<file path="src/rtl/pcs_map.vh">
// offsets, fields, reset values and code-group constants of the pcs codec
`ifndef PCS_MAP_VH
`define PCS_MAP_VH
`define REG_CTRL       2'h0
`define REG_CFG        2'h1
`define REG_STATUS     2'h2
`define REG_BADCNT     2'h3
`define CTRL_XMIT_DATA 0
`define CTRL_RESET     16'h0001
`define CFG_RESET      16'h0000
`define ST_SYNC        0
`define ST_TX_RD       1
`define ST_RX_RD       2
`define ST_TX_ACT      3
`define ST_RX_ACT      4
`define OS_COMMA       8'hBC
`define OS_IDLE2       8'h50
`define OS_CFG1        8'hB5
`define OS_CFG2        8'h42
`define OS_START_PKT   8'hFB
`define OS_END_PKT     8'hFD
`define OS_CARRY       8'hF7
`define OS_ERR         8'hFE
`define RX_PREAMBLE    8'h55
`define SYNC_ACQ       3'h3
`define SYNC_LOSS      3'h4
`endif

</file>
<file path="src/rtl/gigabit_pcs_8b10b_codec.v">
// gigabit pcs datapath: gmii octets to and from 8b/10b code-groups
// Function
// - every cycle octet_to_codegroup txd, tx_en, tx_er into a code-group for the pma
// - col asserts while receiving and transmitting together
// - keep an internal transmit-active flag for carrier sense
// - xmit selector chooses idles with packets or configuration sequences
// - crs follows transmit-active or receive-active
// - accept every incoming code-group and forward it to receive
// - sync flag true only while the incoming stream looks reliable
// - decode to rxd, rx_dv, rx_er and keep receive-active flag
// - octet-wide client path, ten-bit pma path, one code-group per clock
// - octet bits A..H map onto code bits a,b,c,d,e,i,f,g,h,j
// - data flag gives data code-group, special flag gives special
// - x is low five octet bits, y high three; 256 data groups
// - ordered sets go out special first, then the rest in order
// - ordered sets start on even positions counted from reset; /S/ here follows tx_en and can go out on an odd position
// - packet: start delimiter, data in order, then end delimiter
// - one table per disparity serves encoding and validity checking
// - running disparity is one bit in transmitter and receiver
// - emitted groups are dc-balanced with 3 to 9 transitions
// - transmitter starts negative and updates after every group
// - disparity updated six-bit block first, then four-bit block
// - invalid when absent from current column; disparity still updates
//
// The strobed register port and the placing of the registers were left to the implementer.
`timescale 1ns/1ps
`include "pcs_map.vh"
module gigabit_pcs_8b10b_codec (
  input  wire        mclk,
  input  wire        rst_n,
  input  wire [7:0]  txd,
  input  wire        tx_en,
  input  wire        tx_er,
  output wire [9:0]  tx_code,
  input  wire [9:0]  rx_code,
  output wire [7:0]  rxd,
  output wire        rx_dv,
  output wire        rx_er,
  output wire        col,
  output wire        crs,
  output wire        sync_ok,
  input  wire [1:0]  reg_addr,
  input  wire [15:0] reg_wdata,
  input  wire        reg_wr,
  input  wire        reg_rd,
  output wire [15:0] reg_rdata
);
  // ----------------------------------------------------------------
  // states and helpers
  // ----------------------------------------------------------------
  localparam [4:0] ST_IDLE = 5'h01;
  localparam [4:0] ST_DATA = 5'h02;
  localparam [4:0] ST_EPR1 = 5'h04;
  localparam [4:0] ST_EPR2 = 5'h08;
  localparam [4:0] ST_CFG  = 5'h10;

  // disparity at the end of a group, six-bit block then four-bit
  function rd_after;
    input       rd;
    input [9:0] c;
    reg   [2:0] n;
    reg         m;
    integer     k;
    begin
      n = 3'h0;
      for (k = 4; k < 10; k = k + 1)
        n = n + {2'h0, c[k]};
      if (n > 3'h3 || c[9:4] == 6'b000111)
        m = 1'b1;
      else if (n < 3'h3 || c[9:4] == 6'b111000)
        m = 1'b0;
      else
        m = rd;
      n = {2'h0, c[0]} + {2'h0, c[1]} + {2'h0, c[2]} + {2'h0, c[3]};
      if (n > 3'h2 || c[3:0] == 4'b0011)
        rd_after = 1'b1;
      else if (n < 3'h2 || c[3:0] == 4'b1100)
        rd_after = 1'b0;
      else
        rd_after = m;
    end
  endfunction

  // negative-column six-bit lookup, {hit, x}
  function [5:0] dec6;
    input [5:0] c;
    begin
      case (c)
        6'b100111: dec6 = 6'h20;  6'b011101: dec6 = 6'h21;
        6'b101101: dec6 = 6'h22;  6'b110001: dec6 = 6'h23;
        6'b110101: dec6 = 6'h24;  6'b101001: dec6 = 6'h25;
        6'b011001: dec6 = 6'h26;  6'b111000: dec6 = 6'h27;
        6'b111001: dec6 = 6'h28;  6'b100101: dec6 = 6'h29;
        6'b010101: dec6 = 6'h2A;  6'b110100: dec6 = 6'h2B;
        6'b001101: dec6 = 6'h2C;  6'b101100: dec6 = 6'h2D;
        6'b011100: dec6 = 6'h2E;  6'b010111: dec6 = 6'h2F;
        6'b011011: dec6 = 6'h30;  6'b100011: dec6 = 6'h31;
        6'b010011: dec6 = 6'h32;  6'b110010: dec6 = 6'h33;
        6'b001011: dec6 = 6'h34;  6'b101010: dec6 = 6'h35;
        6'b011010: dec6 = 6'h36;  6'b111010: dec6 = 6'h37;
        6'b110011: dec6 = 6'h38;  6'b100110: dec6 = 6'h39;
        6'b010110: dec6 = 6'h3A;  6'b110110: dec6 = 6'h3B;
        6'b001110: dec6 = 6'h3C;  6'b001111: dec6 = 6'h3C;
        6'b101110: dec6 = 6'h3D;  6'b011110: dec6 = 6'h3E;
        6'b101011: dec6 = 6'h3F;
        default: dec6 = 6'h00;
      endcase
    end
  endfunction

  // four-bit lookup, {hit, y}
  function [3:0] dec4;
    input [3:0] c;
    begin
      case (c)
        4'b1011: dec4 = 4'h8;
        4'b1001: dec4 = 4'h9;
        4'b0101: dec4 = 4'hA;
        4'b1100: dec4 = 4'hB;
        4'b1101: dec4 = 4'hC;
        4'b1010: dec4 = 4'hD;
        4'b0110: dec4 = 4'hE;
        4'b1110: dec4 = 4'hF;
        4'b0111: dec4 = 4'hF;
        default: dec4 = 4'h0;
      endcase
    end
  endfunction

  // ----------------------------------------------------------------
  // registers
  // ----------------------------------------------------------------
  reg [4:0]  state_ff;
  reg [4:0]  nxt_state;
  reg        pos_ff;
  reg [1:0]  cfg_cnt_ff;
  reg [1:0]  nxt_cfg_cnt;
  reg        cfg_sel_ff;
  reg        nxt_cfg_sel;
  reg        tx_rd_ff;
  reg [9:0]  tx_code_ff;
  reg [7:0]  tx_oct;
  reg        tx_k;
  wire [9:0] tx_cg;
  reg [9:0]  rx_in_ff;
  reg        rx_rd_ff;
  reg        sync_ff;
  reg [2:0]  sync_cnt_ff;
  reg        rx_act_ff;
  reg [7:0]  rxd_ff;
  reg        rx_dv_ff;
  reg        rx_er_ff;
  reg [15:0] ctrl_ff;
  reg [15:0] cfg_ff;
  reg [15:0] bad_cnt_ff;
  reg [15:0] rdata_ff;
  wire       tx_act;
  wire       xmit_data;

  assign tx_act    = (state_ff & (ST_DATA | ST_EPR1 | ST_EPR2)) != 5'h00;
  assign xmit_data = ctrl_ff[`CTRL_XMIT_DATA];
  assign col       = tx_act & rx_act_ff;
  assign crs       = tx_act | rx_act_ff;
  assign tx_code   = tx_code_ff;
  assign rxd       = rxd_ff;
  assign rx_dv     = rx_dv_ff;
  assign rx_er     = rx_er_ff;
  assign sync_ok   = sync_ff;
  assign reg_rdata = rdata_ff;

  // ----------------------------------------------------------------
  // transmit sequencing
  // ----------------------------------------------------------------
  always @* begin
    nxt_state   = state_ff;
    nxt_cfg_cnt = cfg_cnt_ff;
    nxt_cfg_sel = cfg_sel_ff;
    tx_k        = 1'b1;
    tx_oct      = `OS_COMMA;
    case (state_ff)
      ST_IDLE: begin
        if (xmit_data && tx_en) begin
          tx_oct    = `OS_START_PKT;
          nxt_state = ST_DATA;
        end else if (pos_ff) begin
          tx_k   = 1'b0;
          tx_oct = `OS_IDLE2;
        end else if (!xmit_data) begin
          nxt_state   = ST_CFG;
          nxt_cfg_cnt = 2'h1;
        end
      end
      ST_DATA: begin
        if (tx_en && tx_er) begin
          tx_oct = `OS_ERR;
        end else if (tx_en) begin
          tx_k   = 1'b0;
          tx_oct = txd;
        end else begin
          tx_oct    = `OS_END_PKT;
          nxt_state = ST_EPR1;
        end
      end
      ST_EPR1: begin
        tx_oct    = `OS_CARRY;
        // an extra carrier code puts the next idle on an even slot
        nxt_state = pos_ff ? ST_IDLE : ST_EPR2;
      end
      ST_EPR2: begin
        tx_oct    = `OS_CARRY;
        nxt_state = ST_IDLE;
      end
      ST_CFG: begin
        tx_k        = (cfg_cnt_ff == 2'h0);
        nxt_cfg_cnt = cfg_cnt_ff + 2'h1;
        case (cfg_cnt_ff)
          2'h0: tx_oct = `OS_COMMA;
          2'h1: tx_oct = cfg_sel_ff ? `OS_CFG2 : `OS_CFG1;
          2'h2: tx_oct = cfg_ff[7:0];
          default: begin
            tx_oct      = cfg_ff[15:8];
            nxt_cfg_sel = ~cfg_sel_ff;
            if (xmit_data)
              nxt_state = ST_IDLE;
          end
        endcase
      end
      default: begin
        nxt_state = ST_IDLE;
      end
    endcase
  end

  octet_to_codegroup tx_enc (
    .octet      (tx_oct),
    .is_special (tx_k),
    .rd_pos     (tx_rd_ff),
    .code       (tx_cg)
  );

  always @(posedge mclk) begin
    if (!rst_n) begin
      state_ff   <= ST_IDLE;
      pos_ff     <= 1'b0;
      cfg_cnt_ff <= 2'h0;
      cfg_sel_ff <= 1'b0;
      tx_rd_ff   <= 1'b0;
      tx_code_ff <= 10'h000;
    end else begin
      state_ff   <= nxt_state;
      pos_ff     <= ~pos_ff;
      cfg_cnt_ff <= nxt_cfg_cnt;
      cfg_sel_ff <= nxt_cfg_sel;
      tx_rd_ff   <= rd_after(tx_rd_ff, tx_cg);
      tx_code_ff <= tx_cg;
    end
  end

  // ----------------------------------------------------------------
  // receive decoding
  // ----------------------------------------------------------------
  reg  [5:0] h6;
  reg  [3:0] h4;
  reg  [3:0] s4k;
  reg        rx_k;
  wire [9:0] chk_cg;
  wire       rx_valid;
  wire       is_comma;

  // the complement lookup stands in for the positive column
  always @* begin
    h6 = dec6(rx_in_ff[9:4]);
    if (!h6[5])
      h6 = dec6(~rx_in_ff[9:4]);
    s4k = (rx_in_ff[9:4] == 6'b110000) ? ~rx_in_ff[3:0] : rx_in_ff[3:0];
    h4 = dec4(s4k);
    if (!h4[3])
      h4 = dec4(~s4k);
    rx_k = (rx_in_ff[9:4] == 6'b001111) | (rx_in_ff[9:4] == 6'b110000) |
           (((rx_in_ff[3:0] == 4'b0111) | (rx_in_ff[3:0] == 4'b1000)) &
            ((h6[4:0] == 5'h17) | (h6[4:0] == 5'h1B) | (h6[4:0] == 5'h1D) | (h6[4:0] == 5'h1E)));
  end

  // re-encoding at the current disparity is the column search
  octet_to_codegroup rx_chk (
    .octet      ({h4[2:0], h6[4:0]}),
    .is_special (rx_k),
    .rd_pos     (rx_rd_ff),
    .code       (chk_cg)
  );

  assign rx_valid = (chk_cg == rx_in_ff);
  assign is_comma = rx_valid & rx_k & ({h4[2:0], h6[4:0]} == `OS_COMMA);

  always @(posedge mclk) begin
    if (!rst_n) begin
      rx_in_ff    <= 10'h000;
      rx_rd_ff    <= 1'b0;
      sync_ff     <= 1'b0;
      sync_cnt_ff <= 3'h0;
      rx_act_ff   <= 1'b0;
      rxd_ff      <= 8'h00;
      rx_dv_ff    <= 1'b0;
      rx_er_ff    <= 1'b0;
    end else begin
      rx_in_ff <= rx_code;
      rx_rd_ff <= rd_after(rx_rd_ff, rx_in_ff);
      // acquire on clean commas, drop after a run of invalids
      if (!sync_ff) begin
        if (!rx_valid)
          sync_cnt_ff <= 3'h0;
        else if (is_comma && sync_cnt_ff == `SYNC_ACQ - 3'h1) begin
          sync_ff     <= 1'b1;
          sync_cnt_ff <= 3'h0;
        end else if (is_comma)
          sync_cnt_ff <= sync_cnt_ff + 3'h1;
      end else begin
        if (rx_valid)
          sync_cnt_ff <= 3'h0;
        else if (sync_cnt_ff == `SYNC_LOSS - 3'h1) begin
          sync_ff     <= 1'b0;
          sync_cnt_ff <= 3'h0;
        end else
          sync_cnt_ff <= sync_cnt_ff + 3'h1;
      end
      rx_dv_ff <= 1'b0;
      rx_er_ff <= 1'b0;
      if (!sync_ff) begin
        rx_act_ff <= 1'b0;
      end else if (!rx_act_ff) begin
        if (rx_valid && rx_k && {h4[2:0], h6[4:0]} == `OS_START_PKT) begin
          rx_act_ff <= 1'b1;
          rx_dv_ff  <= 1'b1;
          rxd_ff    <= `RX_PREAMBLE;
        end
      end else if (rx_valid && rx_k && {h4[2:0], h6[4:0]} == `OS_END_PKT) begin
        rx_act_ff <= 1'b0;
      end else begin
        rx_dv_ff <= 1'b1;
        rx_er_ff <= ~rx_valid | rx_k;
        rxd_ff   <= {h4[2:0], h6[4:0]};
      end
    end
  end

  // ----------------------------------------------------------------
  // register port
  // ----------------------------------------------------------------
  always @(posedge mclk) begin
    if (!rst_n) begin
      ctrl_ff    <= `CTRL_RESET;
      cfg_ff     <= `CFG_RESET;
      bad_cnt_ff <= 16'h0000;
      rdata_ff   <= 16'h0000;
    end else begin
      if (reg_wr && reg_addr == `REG_CTRL)
        ctrl_ff <= reg_wdata & 16'h0001;
      if (reg_wr && reg_addr == `REG_CFG)
        cfg_ff <= reg_wdata;
      // an invalid group in the clearing cycle still counts
      if (reg_wr && reg_addr == `REG_BADCNT)
        bad_cnt_ff <= {15'h0000, ~rx_valid};
      else if (!rx_valid && bad_cnt_ff != 16'hFFFF)
        bad_cnt_ff <= bad_cnt_ff + 16'h0001;
      rdata_ff <= 16'h0000;
      if (reg_rd) begin
        if (reg_addr == `REG_CTRL)
          rdata_ff <= ctrl_ff;
        else if (reg_addr == `REG_CFG)
          rdata_ff <= cfg_ff;
        else if (reg_addr == `REG_STATUS)
          rdata_ff <= {11'h000, rx_act_ff, tx_act, rx_rd_ff, tx_rd_ff, sync_ff};
        else
          rdata_ff <= bad_cnt_ff;
      end
    end
  end
endmodule

</file>
<file path="src/rtl/octet_to_codegroup.v">
// 8b/10b table lookup for one octet at a given running disparity
`timescale 1ns/1ps
module octet_to_codegroup (
  input  wire [7:0] octet,
  input  wire       is_special,
  input  wire       rd_pos,
  output reg  [9:0] code
);
  reg [5:0] s6;
  reg [3:0] s4;
  reg       mid;
  reg       alt;
  reg [2:0] n6;
  reg [2:0] n4;
  integer   i;

  always @* begin
    case (octet[4:0])
      5'h00: s6 = 6'b100111;  5'h01: s6 = 6'b011101;
      5'h02: s6 = 6'b101101;  5'h03: s6 = 6'b110001;
      5'h04: s6 = 6'b110101;  5'h05: s6 = 6'b101001;
      5'h06: s6 = 6'b011001;  5'h07: s6 = 6'b111000;
      5'h08: s6 = 6'b111001;  5'h09: s6 = 6'b100101;
      5'h0A: s6 = 6'b010101;  5'h0B: s6 = 6'b110100;
      5'h0C: s6 = 6'b001101;  5'h0D: s6 = 6'b101100;
      5'h0E: s6 = 6'b011100;  5'h0F: s6 = 6'b010111;
      5'h10: s6 = 6'b011011;  5'h11: s6 = 6'b100011;
      5'h12: s6 = 6'b010011;  5'h13: s6 = 6'b110010;
      5'h14: s6 = 6'b001011;  5'h15: s6 = 6'b101010;
      5'h16: s6 = 6'b011010;  5'h17: s6 = 6'b111010;
      5'h18: s6 = 6'b110011;  5'h19: s6 = 6'b100110;
      5'h1A: s6 = 6'b010110;  5'h1B: s6 = 6'b110110;
      5'h1C: s6 = 6'b001110;  5'h1D: s6 = 6'b101110;
      5'h1E: s6 = 6'b011110;  default: s6 = 6'b101011;
    endcase
    if (is_special && octet[4:0] == 5'h1C)
      s6 = 6'b001111;
    n6 = 3'h0;
    for (i = 0; i < 6; i = i + 1)
      n6 = n6 + {2'h0, s6[i]};
    // positive disparity picks the complemented column
    if (rd_pos && (n6 != 3'h3 || s6 == 6'b111000))
      s6 = ~s6;
    n6 = 3'h0;
    for (i = 0; i < 6; i = i + 1)
      n6 = n6 + {2'h0, s6[i]};
    mid = (n6 > 3'h3) | (s6 == 6'b000111) |
          (rd_pos & (n6 == 3'h3) & (s6 != 6'b111000));
    // alternate x.7 avoids a run of five across the sub-blocks
    alt = is_special |
          (~mid & (octet[4:0] == 5'h11 || octet[4:0] == 5'h12 || octet[4:0] == 5'h14)) |
          (mid & (octet[4:0] == 5'h0B || octet[4:0] == 5'h0D || octet[4:0] == 5'h0E));
    case (octet[7:5])
      3'h0: s4 = 4'b1011;
      3'h1: s4 = 4'b1001;
      3'h2: s4 = 4'b0101;
      3'h3: s4 = 4'b1100;
      3'h4: s4 = 4'b1101;
      3'h5: s4 = 4'b1010;
      3'h6: s4 = 4'b0110;
      default: s4 = alt ? 4'b0111 : 4'b1110;
    endcase
    n4 = {2'h0, s4[0]} + {2'h0, s4[1]} + {2'h0, s4[2]} + {2'h0, s4[3]};
    if (is_special && octet[4:0] == 5'h1C && n4 == 3'h2 && s4 != 4'b1100) begin
      if (!mid)
        s4 = ~s4;
    end else if (mid && (n4 != 3'h2 || s4 == 4'b1100)) begin
      s4 = ~s4;
    end
    code = {s6, s4};
  end
endmodule

</file>
<file path="config.mk">
export PLATFORM = sky130hd
export DESIGN_NAME = gigabit_pcs_8b10b_codec
export DESIGN_NICKNAME = d
export VERILOG_FILES = /design/src/rtl/gigabit_pcs_8b10b_codec.v /design/src/rtl/octet_to_codegroup.v
export VERILOG_INCLUDE_DIRS = /design/src /design/src/rtl
export SDC_FILE = /design/constraint.sdc
export NUM_CORES = 1
export LEC_CHECK = 0
export BUFFER_PORTS_ARGS = -buffer_cell sky130_fd_sc_hd__buf_2
export CORE_MARGIN = 8
export CORE_UTILIZATION = 60
export DETAILED_ROUTE_END_ITERATION = 16
export GPL_ROUTABILITY_DRIVEN = 0
export GPL_TIMING_DRIVEN = 0
export PLACE_DENSITY = 0.8
export SLEW_MARGIN = 20
export SYNTH_ARGS = -nofsm -noshare
export SYNTH_HDL_FRONTEND = slang
export SYNTH_SLANG_ARGS = --single-unit
</file>
<file path="constraint.sdc">
create_clock -name mclk -period 13.3 [get_ports mclk]
set_input_delay 0.665 -clock mclk [delete_from_list [all_inputs] [get_ports mclk]]
set_output_delay 0.665 -clock mclk [all_outputs]
set_load 0.01 [all_outputs]
</file>
# Yosys cells after proc, flatten, opt, wreduce, memory -nomap -nowiden
# Memory sizes are Yosys's and may differ from the RTL's. A register that Yosys moved wholly into a read port is not among the register bits.
# Cells that the tools add are included.
[totals]
reg_bits = 94
mem_bits_ro = 1280
inputBits = 42
n_memories = 6
[classes]
add_sub_neg = 40
n_lt_le_gt_ge = 9
eq_ne = 87
n_mux = 73
n_bitwise = 45
n_reduce_logical = 62
[mem_list]
columns = ["name", "depth", "word_bits", "rd", "rd_ports_with_merged_regs", "wr", "line", "text"]
rows = [
  ["(name not given)", 64, 6, 1, 1, 0, "gigabit_pcs_8b10b_codec.v:88", "case (c)"],
  ["(name not given)", 64, 6, 1, 0, 0, "gigabit_pcs_8b10b_codec.v:88", ""],
  ["(name not given)", 32, 6, 1, 0, 0, "octet_to_codegroup.v:18", "case (octet[4:0])"],
  ["(name not given)", 32, 6, 1, 0, 0, "octet_to_codegroup.v:18", ""],
  ["(name not given)", 16, 4, 1, 0, 0, "gigabit_pcs_8b10b_codec.v:115", "case (c)"],
  ["(name not given)", 16, 4, 1, 0, 0, "gigabit_pcs_8b10b_codec.v:115", ""],
]
[ops]
columns = ["cell", "count"]
rows = [
  ["$add 3x1->3", 25],
  ["$eq 5x5->1 const B", 13],
  ["$mux 8", 8],
  ["$pmux 4 s7", 2],
  ["$mux 4", 10],
  ["$mux 5", 8],
  ["$eq 5x4->1 const B", 7],
  ["$mux 16", 2],
  ["$pmux 8 s4", 1],
  ["$eq 3x2->1 const B", 10],
  ["$eq 6x6->1 const B", 5],
  ["$mux 6", 5],
  ["$eq 8x8->1 const B", 3],
  ["$pmux 8 s3", 1],
  ["$mux 1", 23],
  ["$mux 3", 7],
  ["$eq 4x4->1 const B", 5],
  ["$logic_and 1x1->1", 20],
  ["$logic_or 1x1->1", 20],
  ["$pmux 5 s4", 1],
  ["$add 1x1->2", 9],
  ["$eq 3x3->1 const B", 6],
  ["$eq 6x3->1 const B", 3],
  ["$not 6->6", 3],
  ["43 further kinds", 119],
]

# Longest topological paths before layout
# An unclocked memory read counts as a cell.
[depth]
ltp_word = 50
mapped_depth = 51
mapped_depth_nobuf = 51

# Modules after synthesis
# From an unflattened synthesis, not the netlist that was laid out.
[hier_totals]
cells_unflattened = 1192
area_unflattened_um2 = 9180.1
[modules_own_cells]
columns = ["mod", "n_inst", "cells_per_inst", "area_per_inst_um2", "seq_area_each_um2"]
rows = [
  ["gigabit_pcs_8b10b_codec", 1, 848, 6625.1, 2001.9],
  ["octet_to_codegroup (rx_chk)", 1, 180, 1330.0, 0.0],
  ["octet_to_codegroup (tx_enc)", 1, 164, 1224.9, 0.0],
]

# Least setup slack after synthesis
# OpenSTA, ideal clock, no wires.
[synth_timing]
kind = "flip-flop to flip-flop"
startpoint = "reg state_ff[2]"
endpoint = "reg tx_rd_ff"
setup_time_ps = 119
arrival_ps = 11666
slack_ps = 1516
stages_incl_launch_ff = 50
cell_sequence = "dfxtp_1 > clkbuf_1 > nand2b_1 > nand2b_1 > clkbuf_1 > nor3_1 > nor3_1 > ha_1 > inv_1 > a31oi_1 > o31a_1 > nor3b_1 > o31a_1 > mux2i_1 > inv_1 > fa_1 > inv_1 > fa_1 > [... 14 more ...] > a22o_1 > ha_1 > inv_1 > fa_1 > inv_1 > ha_1 > nand2_1 > or4_4 > mux2i_4 > xor2_2 > inv_1 > fa_1 > inv_1 > ha_1 > ha_1 > nor4b_1 > a21oi_1 > o221a_2"
[synth_via]
word_cells_on_any_way = 92
cone_classes = "add/sub (16); order compare (4); eq/ne (30); mux (12); bitwise (11); reduce/logical (18); memory (1)"
[synth_rtl]
columns = ["element", "line", "text"]
rows = [
  ["start: declaration", "gigabit_pcs_8b10b_codec.v:133", "reg [4:0] state_ff;"],
  ["start signal: assignment", "gigabit_pcs_8b10b_codec.v:250", "state_ff <= nxt_state;"],
  ["branches (longest 5 deep; another with $mem_v2 32x6)", "-", ""],
  ["$mux 6 (*)", "octet_to_codegroup.v:36", "if (is_special && octet[4:0] == 5'h1C)"],
  ["$add 1x1->2", "octet_to_codegroup.v:40", "n6 = n6 + {2'h0, s6[i]};"],
  ["$add 3x1->3 (4 in series)", "octet_to_codegroup.v:40", ""],
  ["$ne 3x2->1", "octet_to_codegroup.v:42", "if (rd_pos && (n6 != 3'h3 || s6 == 6'b111000))"],
  ["$logic_or 1x1->1", "octet_to_codegroup.v:42", ""],
  ["$logic_and 1x1->1", "octet_to_codegroup.v:42", ""],
  ["$mux 6 (*)", "octet_to_codegroup.v:42", ""],
  ["named net tx_cg[6]", "gigabit_pcs_8b10b_codec.v:144", "wire [9:0] tx_cg;"],
  ["[... 22 more ...]", "-", ""],
  ["named net tx_cg[0]", "gigabit_pcs_8b10b_codec.v:144", ""],
  ["$add 1x1->2", "gigabit_pcs_8b10b_codec.v:74", "n = {2'h0, c[0]} + {2'h0, c[1]} + {2'h0, c[2]} + {2'h0, c[3]};"],
  ["$add 2x1->3", "gigabit_pcs_8b10b_codec.v:74", ""],
  ["$add 3x1->3", "gigabit_pcs_8b10b_codec.v:74", ""],
  ["$lt 3x2->1", "gigabit_pcs_8b10b_codec.v:77", "else if (n < 3'h2 || c[3:0] == 4'b1100)"],
  ["$logic_or 1x1->1", "gigabit_pcs_8b10b_codec.v:77", ""],
  ["$mux 1", "gigabit_pcs_8b10b_codec.v:77", ""],
  ["$mux 1", "gigabit_pcs_8b10b_codec.v:75", "if (n > 3'h2 || c[3:0] == 4'b0011)"],
  ["end signal: assignment", "gigabit_pcs_8b10b_codec.v:254", "tx_rd_ff <= rd_after(tx_rd_ff, tx_cg);"],
  ["end: declaration", "gigabit_pcs_8b10b_codec.v:140", "reg tx_rd_ff;"],
]
# Mark *: on every way through the listed nets, which the timed path passes.
# A chain may end at the register's enable or synchronous reset.

# Worst setup path in the final report
[layout_timing]
startpoint = "reg state_ff[3]"
endpoint = "reg tx_rd_ff"
[layout_via]
word_cells_on_any_way = 92
cone_classes = "add/sub (16); order compare (4); eq/ne (30); mux (12); bitwise (11); reduce/logical (18); memory (1)"
[layout_rtl]
columns = ["element", "line"]
rows = [
  ["branches (longest 5 deep; another with $mem_v2 32x6)", "-"],
  ["$mux 6 (*)", "octet_to_codegroup.v:36"],
  ["$add 1x1->2", "octet_to_codegroup.v:40"],
  ["$add 3x1->3 (4 in series)", "octet_to_codegroup.v:40"],
  ["$ne 3x2->1", "octet_to_codegroup.v:42"],
  ["$logic_or 1x1->1", "octet_to_codegroup.v:42"],
  ["$logic_and 1x1->1", "octet_to_codegroup.v:42"],
  ["$mux 6 (*)", "octet_to_codegroup.v:42"],
  ["named net tx_cg[8]", "gigabit_pcs_8b10b_codec.v:144"],
  ["[... 20 more ...]", "-"],
  ["named net tx_cg[0]", "gigabit_pcs_8b10b_codec.v:144"],
  ["$add 1x1->2", "gigabit_pcs_8b10b_codec.v:74"],
  ["$add 2x1->3", "gigabit_pcs_8b10b_codec.v:74"],
  ["$add 3x1->3", "gigabit_pcs_8b10b_codec.v:74"],
  ["$lt 3x2->1", "gigabit_pcs_8b10b_codec.v:77"],
  ["$logic_or 1x1->1", "gigabit_pcs_8b10b_codec.v:77"],
  ["$mux 1", "gigabit_pcs_8b10b_codec.v:77"],
  ["$mux 1", "gigabit_pcs_8b10b_codec.v:75"],
]
# Marks and branches as above.

==> qor.txt <==
Outcome - finished, final reports clean
Clock tree root buffer cell - clkbuf_16
Main flop type after synthesis - dfxtp_1
Net Count, Synth - 1287
Highest Clock Rate - 79.09 MHz
Hold_buf cts - 0
CTS tree - built
Layout cells sized above 1 - 13.33%
Worst Setup EP - tx_rd_ff
CTS Buffer Depth - 2
CP arrival - 12890 ps
Sequential area share after synthesis - 22.48%
Clk pin slew, worst setup/hold paths - 80 ps
Final Hold Vio Count - 0
Sink Count - 100
Final Max Slew Viols - 0
Post-synthesis mux area share - 3.626%
Startpoint types - flip-flop
Initial Util - 61.26%
Delay of the slowest cell on the worst path - 540 ps
Largest family of logic cells by synthesized area - simple AND/OR/NAND/NOR gates
Post-synthesis cell count - 1166
Post-Route Utilization - 67.90%
Most frequent cells in the layout - nand2_1 (137), dfxtp_1 (100), buf_2 (91)
Reg-to-Reg End - tx_rd_ff
Fillers - 1242
P per Cell Area - 206.4 nW/um^2
Reg2reg setup slack - 660 ps
DR DRC count - 0
Synthesized cell area - 8904 um^2
Ys async rst share - 0%
Internal power - 1.067 mW
Clock Skew - 15.19 ps
Required time of the critical path - 13540 ps
Total wire length - 24.80 mm
Post-Synth Adder-Cell Area - 12.93%
Yosys cell types - 97
DR iter-0 viols - 1058
Final setup viols - 0
Largest net degree at the start of global routing - 20
LEAKAGE - 4.071 nW
WL per Instance - 17.17 um
CP max FO - 10
Worst rel slew slack - 39.11%
Reg2reg start - state_ff[3]
Layout net count - 1376
HPWL after DPL - 19.03 mm
Worst slew pin tran - 905.6 ps
Die width - 137.8 um
Clk_lat worst skew - 360 ps
Detailed-route via count - 9128
Post-synth EDFFs - 0
Most common cell after layout, fill and taps aside - nand2_1
Layout area overhead - 10.83%
H-tree levels - 3
GR Overflow Total - 0
Vias in the first global route - 8510
Initial antenna violation count - 0
ANT cells - 0
Crit path time final - 12640 ps
Worst Setup SP - state_ff[3]
CP most frequent cell - inv_1
Die ar. - 18990 um^2
Peak VDD IR - 0.2586 mV
Synthesized area per cell - 7.636 um^2
Routed Antenna Nets - 0
Crit end category - flip-flop
Max-cap violations - 0
R2R depth - 50
Router iterations before antenna repair - 8
Global-route wire length before repair - 40.76 mm
HP Class - reg -> reg
Comb power frac - 70.0%
Die Height - 137.8 um
Sw power - 0.9694 mW
Net Sw Frac - 47.59%
Reg power frac - 16.8%
Vias/cell - 6.321
Synth Register Bits - 100
Core footprint - 14530 um^2
Synth Area in Simple Gates - 26.55%
Clock network power share - 13.2%
Synth Area in Compound Gates - 24.90%
CP Class - reg -> reg
Synth Area in XOR/XNOR - 3.035%
Slowest stage cell on the critical path - fa_1
Setup TNS - 0 ps
# rows - 44
IO Port Bufs - 77
Fin crit share - 95.06%
CTS buffer count - 9
RSZ-0062 raised after global routing - false
Overall routing resource usage - 26.05%
I/O pins - 81
Ys Warns - 0
-- how the worst min path moves through the flow --
stage                    from         to  cells past startpoint
detailed placement     rxd[7]     rxd[7]                      2
finish                 rxd[7]     rxd[7]                      2
CTS                    rxd[7]     rxd[7]                      2
global route           rxd[7]     rxd[7]                      2
global placement       rxd[3]     rxd[3]                      2
floorplan           cfg_ff[0]  cfg_ff[0]                      2
-- cells in the mapped netlist, types with 8 or more instances --
library cell	n	area (um^2)
a211oi_1	16	120.1
a211o_1	11	96.34
xnor2_1	19	166.4
inv_1	74	277.8
clkbuf_1	43	161.4
and3_1	14	87.58
mux2i_1	21	210.2
xor2_1	10	87.58
o211ai_1	10	75.07
nand3_1	46	230.2
buf_2	14	70.07
o31ai_1	12	90.09
nor3_1	44	220.2
fa_1	19	380.4
dfxtp_1	100	2002
o221a_2	8	90.09
nor2_1	88	330.3
o21ai_0	43	215.2
or3_1	14	87.58
nand4_1	13	81.33
a22oi_1	18	135.1
o22ai_1	10	62.56
nor2b_1	22	137.6
nor4_1	13	81.33
and2_1	18	112.6
nand2b_1	25	156.4
nand2_1	138	518.0
ha_1	60	750.7
a21oi_1	77	385.4
-- timing repair --
action                                  4_1_cts  5_1_grt
setup buffers                                 0        2
resized for setup                             0        9
endpoints found under the setup margin        0        1
-- routing by layer --
metal | routed length (um) | vias to the layer above | track usage [%]
met3 | 1894 | 54 | 4.632
li1 | - | 4389 | -
met2 | 11550 | 427 | 42.27
met4 | 598 | 0 | 8.896
met5 | 0 | - | 0
met1 | 10760 | 4258 | 34.12
-- critical path: cells and delay by family, from the launching register on --
kind / cells / cell delay [ps]
fa+ha+maj: 13 / 4620
simple gates: 10 / 2570
compound gates: 9 / 2120
buf+inv: 12 / 1410
mux: 4 / 960
xor+xnor: 2 / 510
flops: 1 / 320
-- sequential cells by signal (all words and copies together), names as in the netlist, 2 cells and up, named ones only --
signal,flops
tx_code,10
bad_cnt_ff,16
state_ff,5
cfg_ff,16
cfg_cnt_ff,2
rxd,8
reg_rdata,16
sync_cnt_ff,3
rx_in_ff,10
-- stage by stage --
step | setup slack [ps] | power [mW] | instances | area (um^2) | hold slack, ps
global placement | 273.1 | 1.648 | 1427 | 9519 | 461.1
finish | 656.5 | 2.037 | 1444 | 9868 | 473.9
global route | 35.07 | 2.242 | 1444 | 9868 | 495.3
detailed placement | 19.77 | 1.727 | 1427 | 9519 | 465.9
floorplan | 1516 | 1.426 | 1166 | 8904 | 447.2
CTS | 0.7176 | 2.003 | 1443 | 9822 | 477.5
-- power by group through the flow --
stage                     Sequential, mW  Clock, mW  Combinational [mW]
after floorplan                    0.351          0                1.08
after CTS                          0.341      0.272                1.39
after detailed placement           0.348          0                1.38
after global routing               0.344      0.283                1.61
final                              0.342      0.269                1.43
after global placement             0.348          0                1.30
-- cell families (layout without fill, tap and decap cells) --
family | count (synthesis) | in the layout
muxes | 29 | 29
DFF | 100 | 100
AOI/OAI and AO/OA | 308 | 308
xor gates and xnor gates | 30 | 30
adders and majority gates | 81 | 81
and+or+nand+nor | 475 | 475
buffers and inverters | 143 | 237
-- layout make-up --
type | count | area, um^2 | area share [%]
repair buffers | 79 | 400.4 | 4.057
plain buffers | 66 | 289.0 | 2.929
flip-flops and latches | 100 | 2002 | 20.29
well taps | 184 | 230.2 | 2.333
clock buffers | 10 | 239.0 | 2.422
clock inverters | 6 | 63.81 | 0.6466
inverters | 76 | 285.3 | 2.891
multi-input cells | 923 | 6359 | 64.44
(Power assumes the default switching activity.)
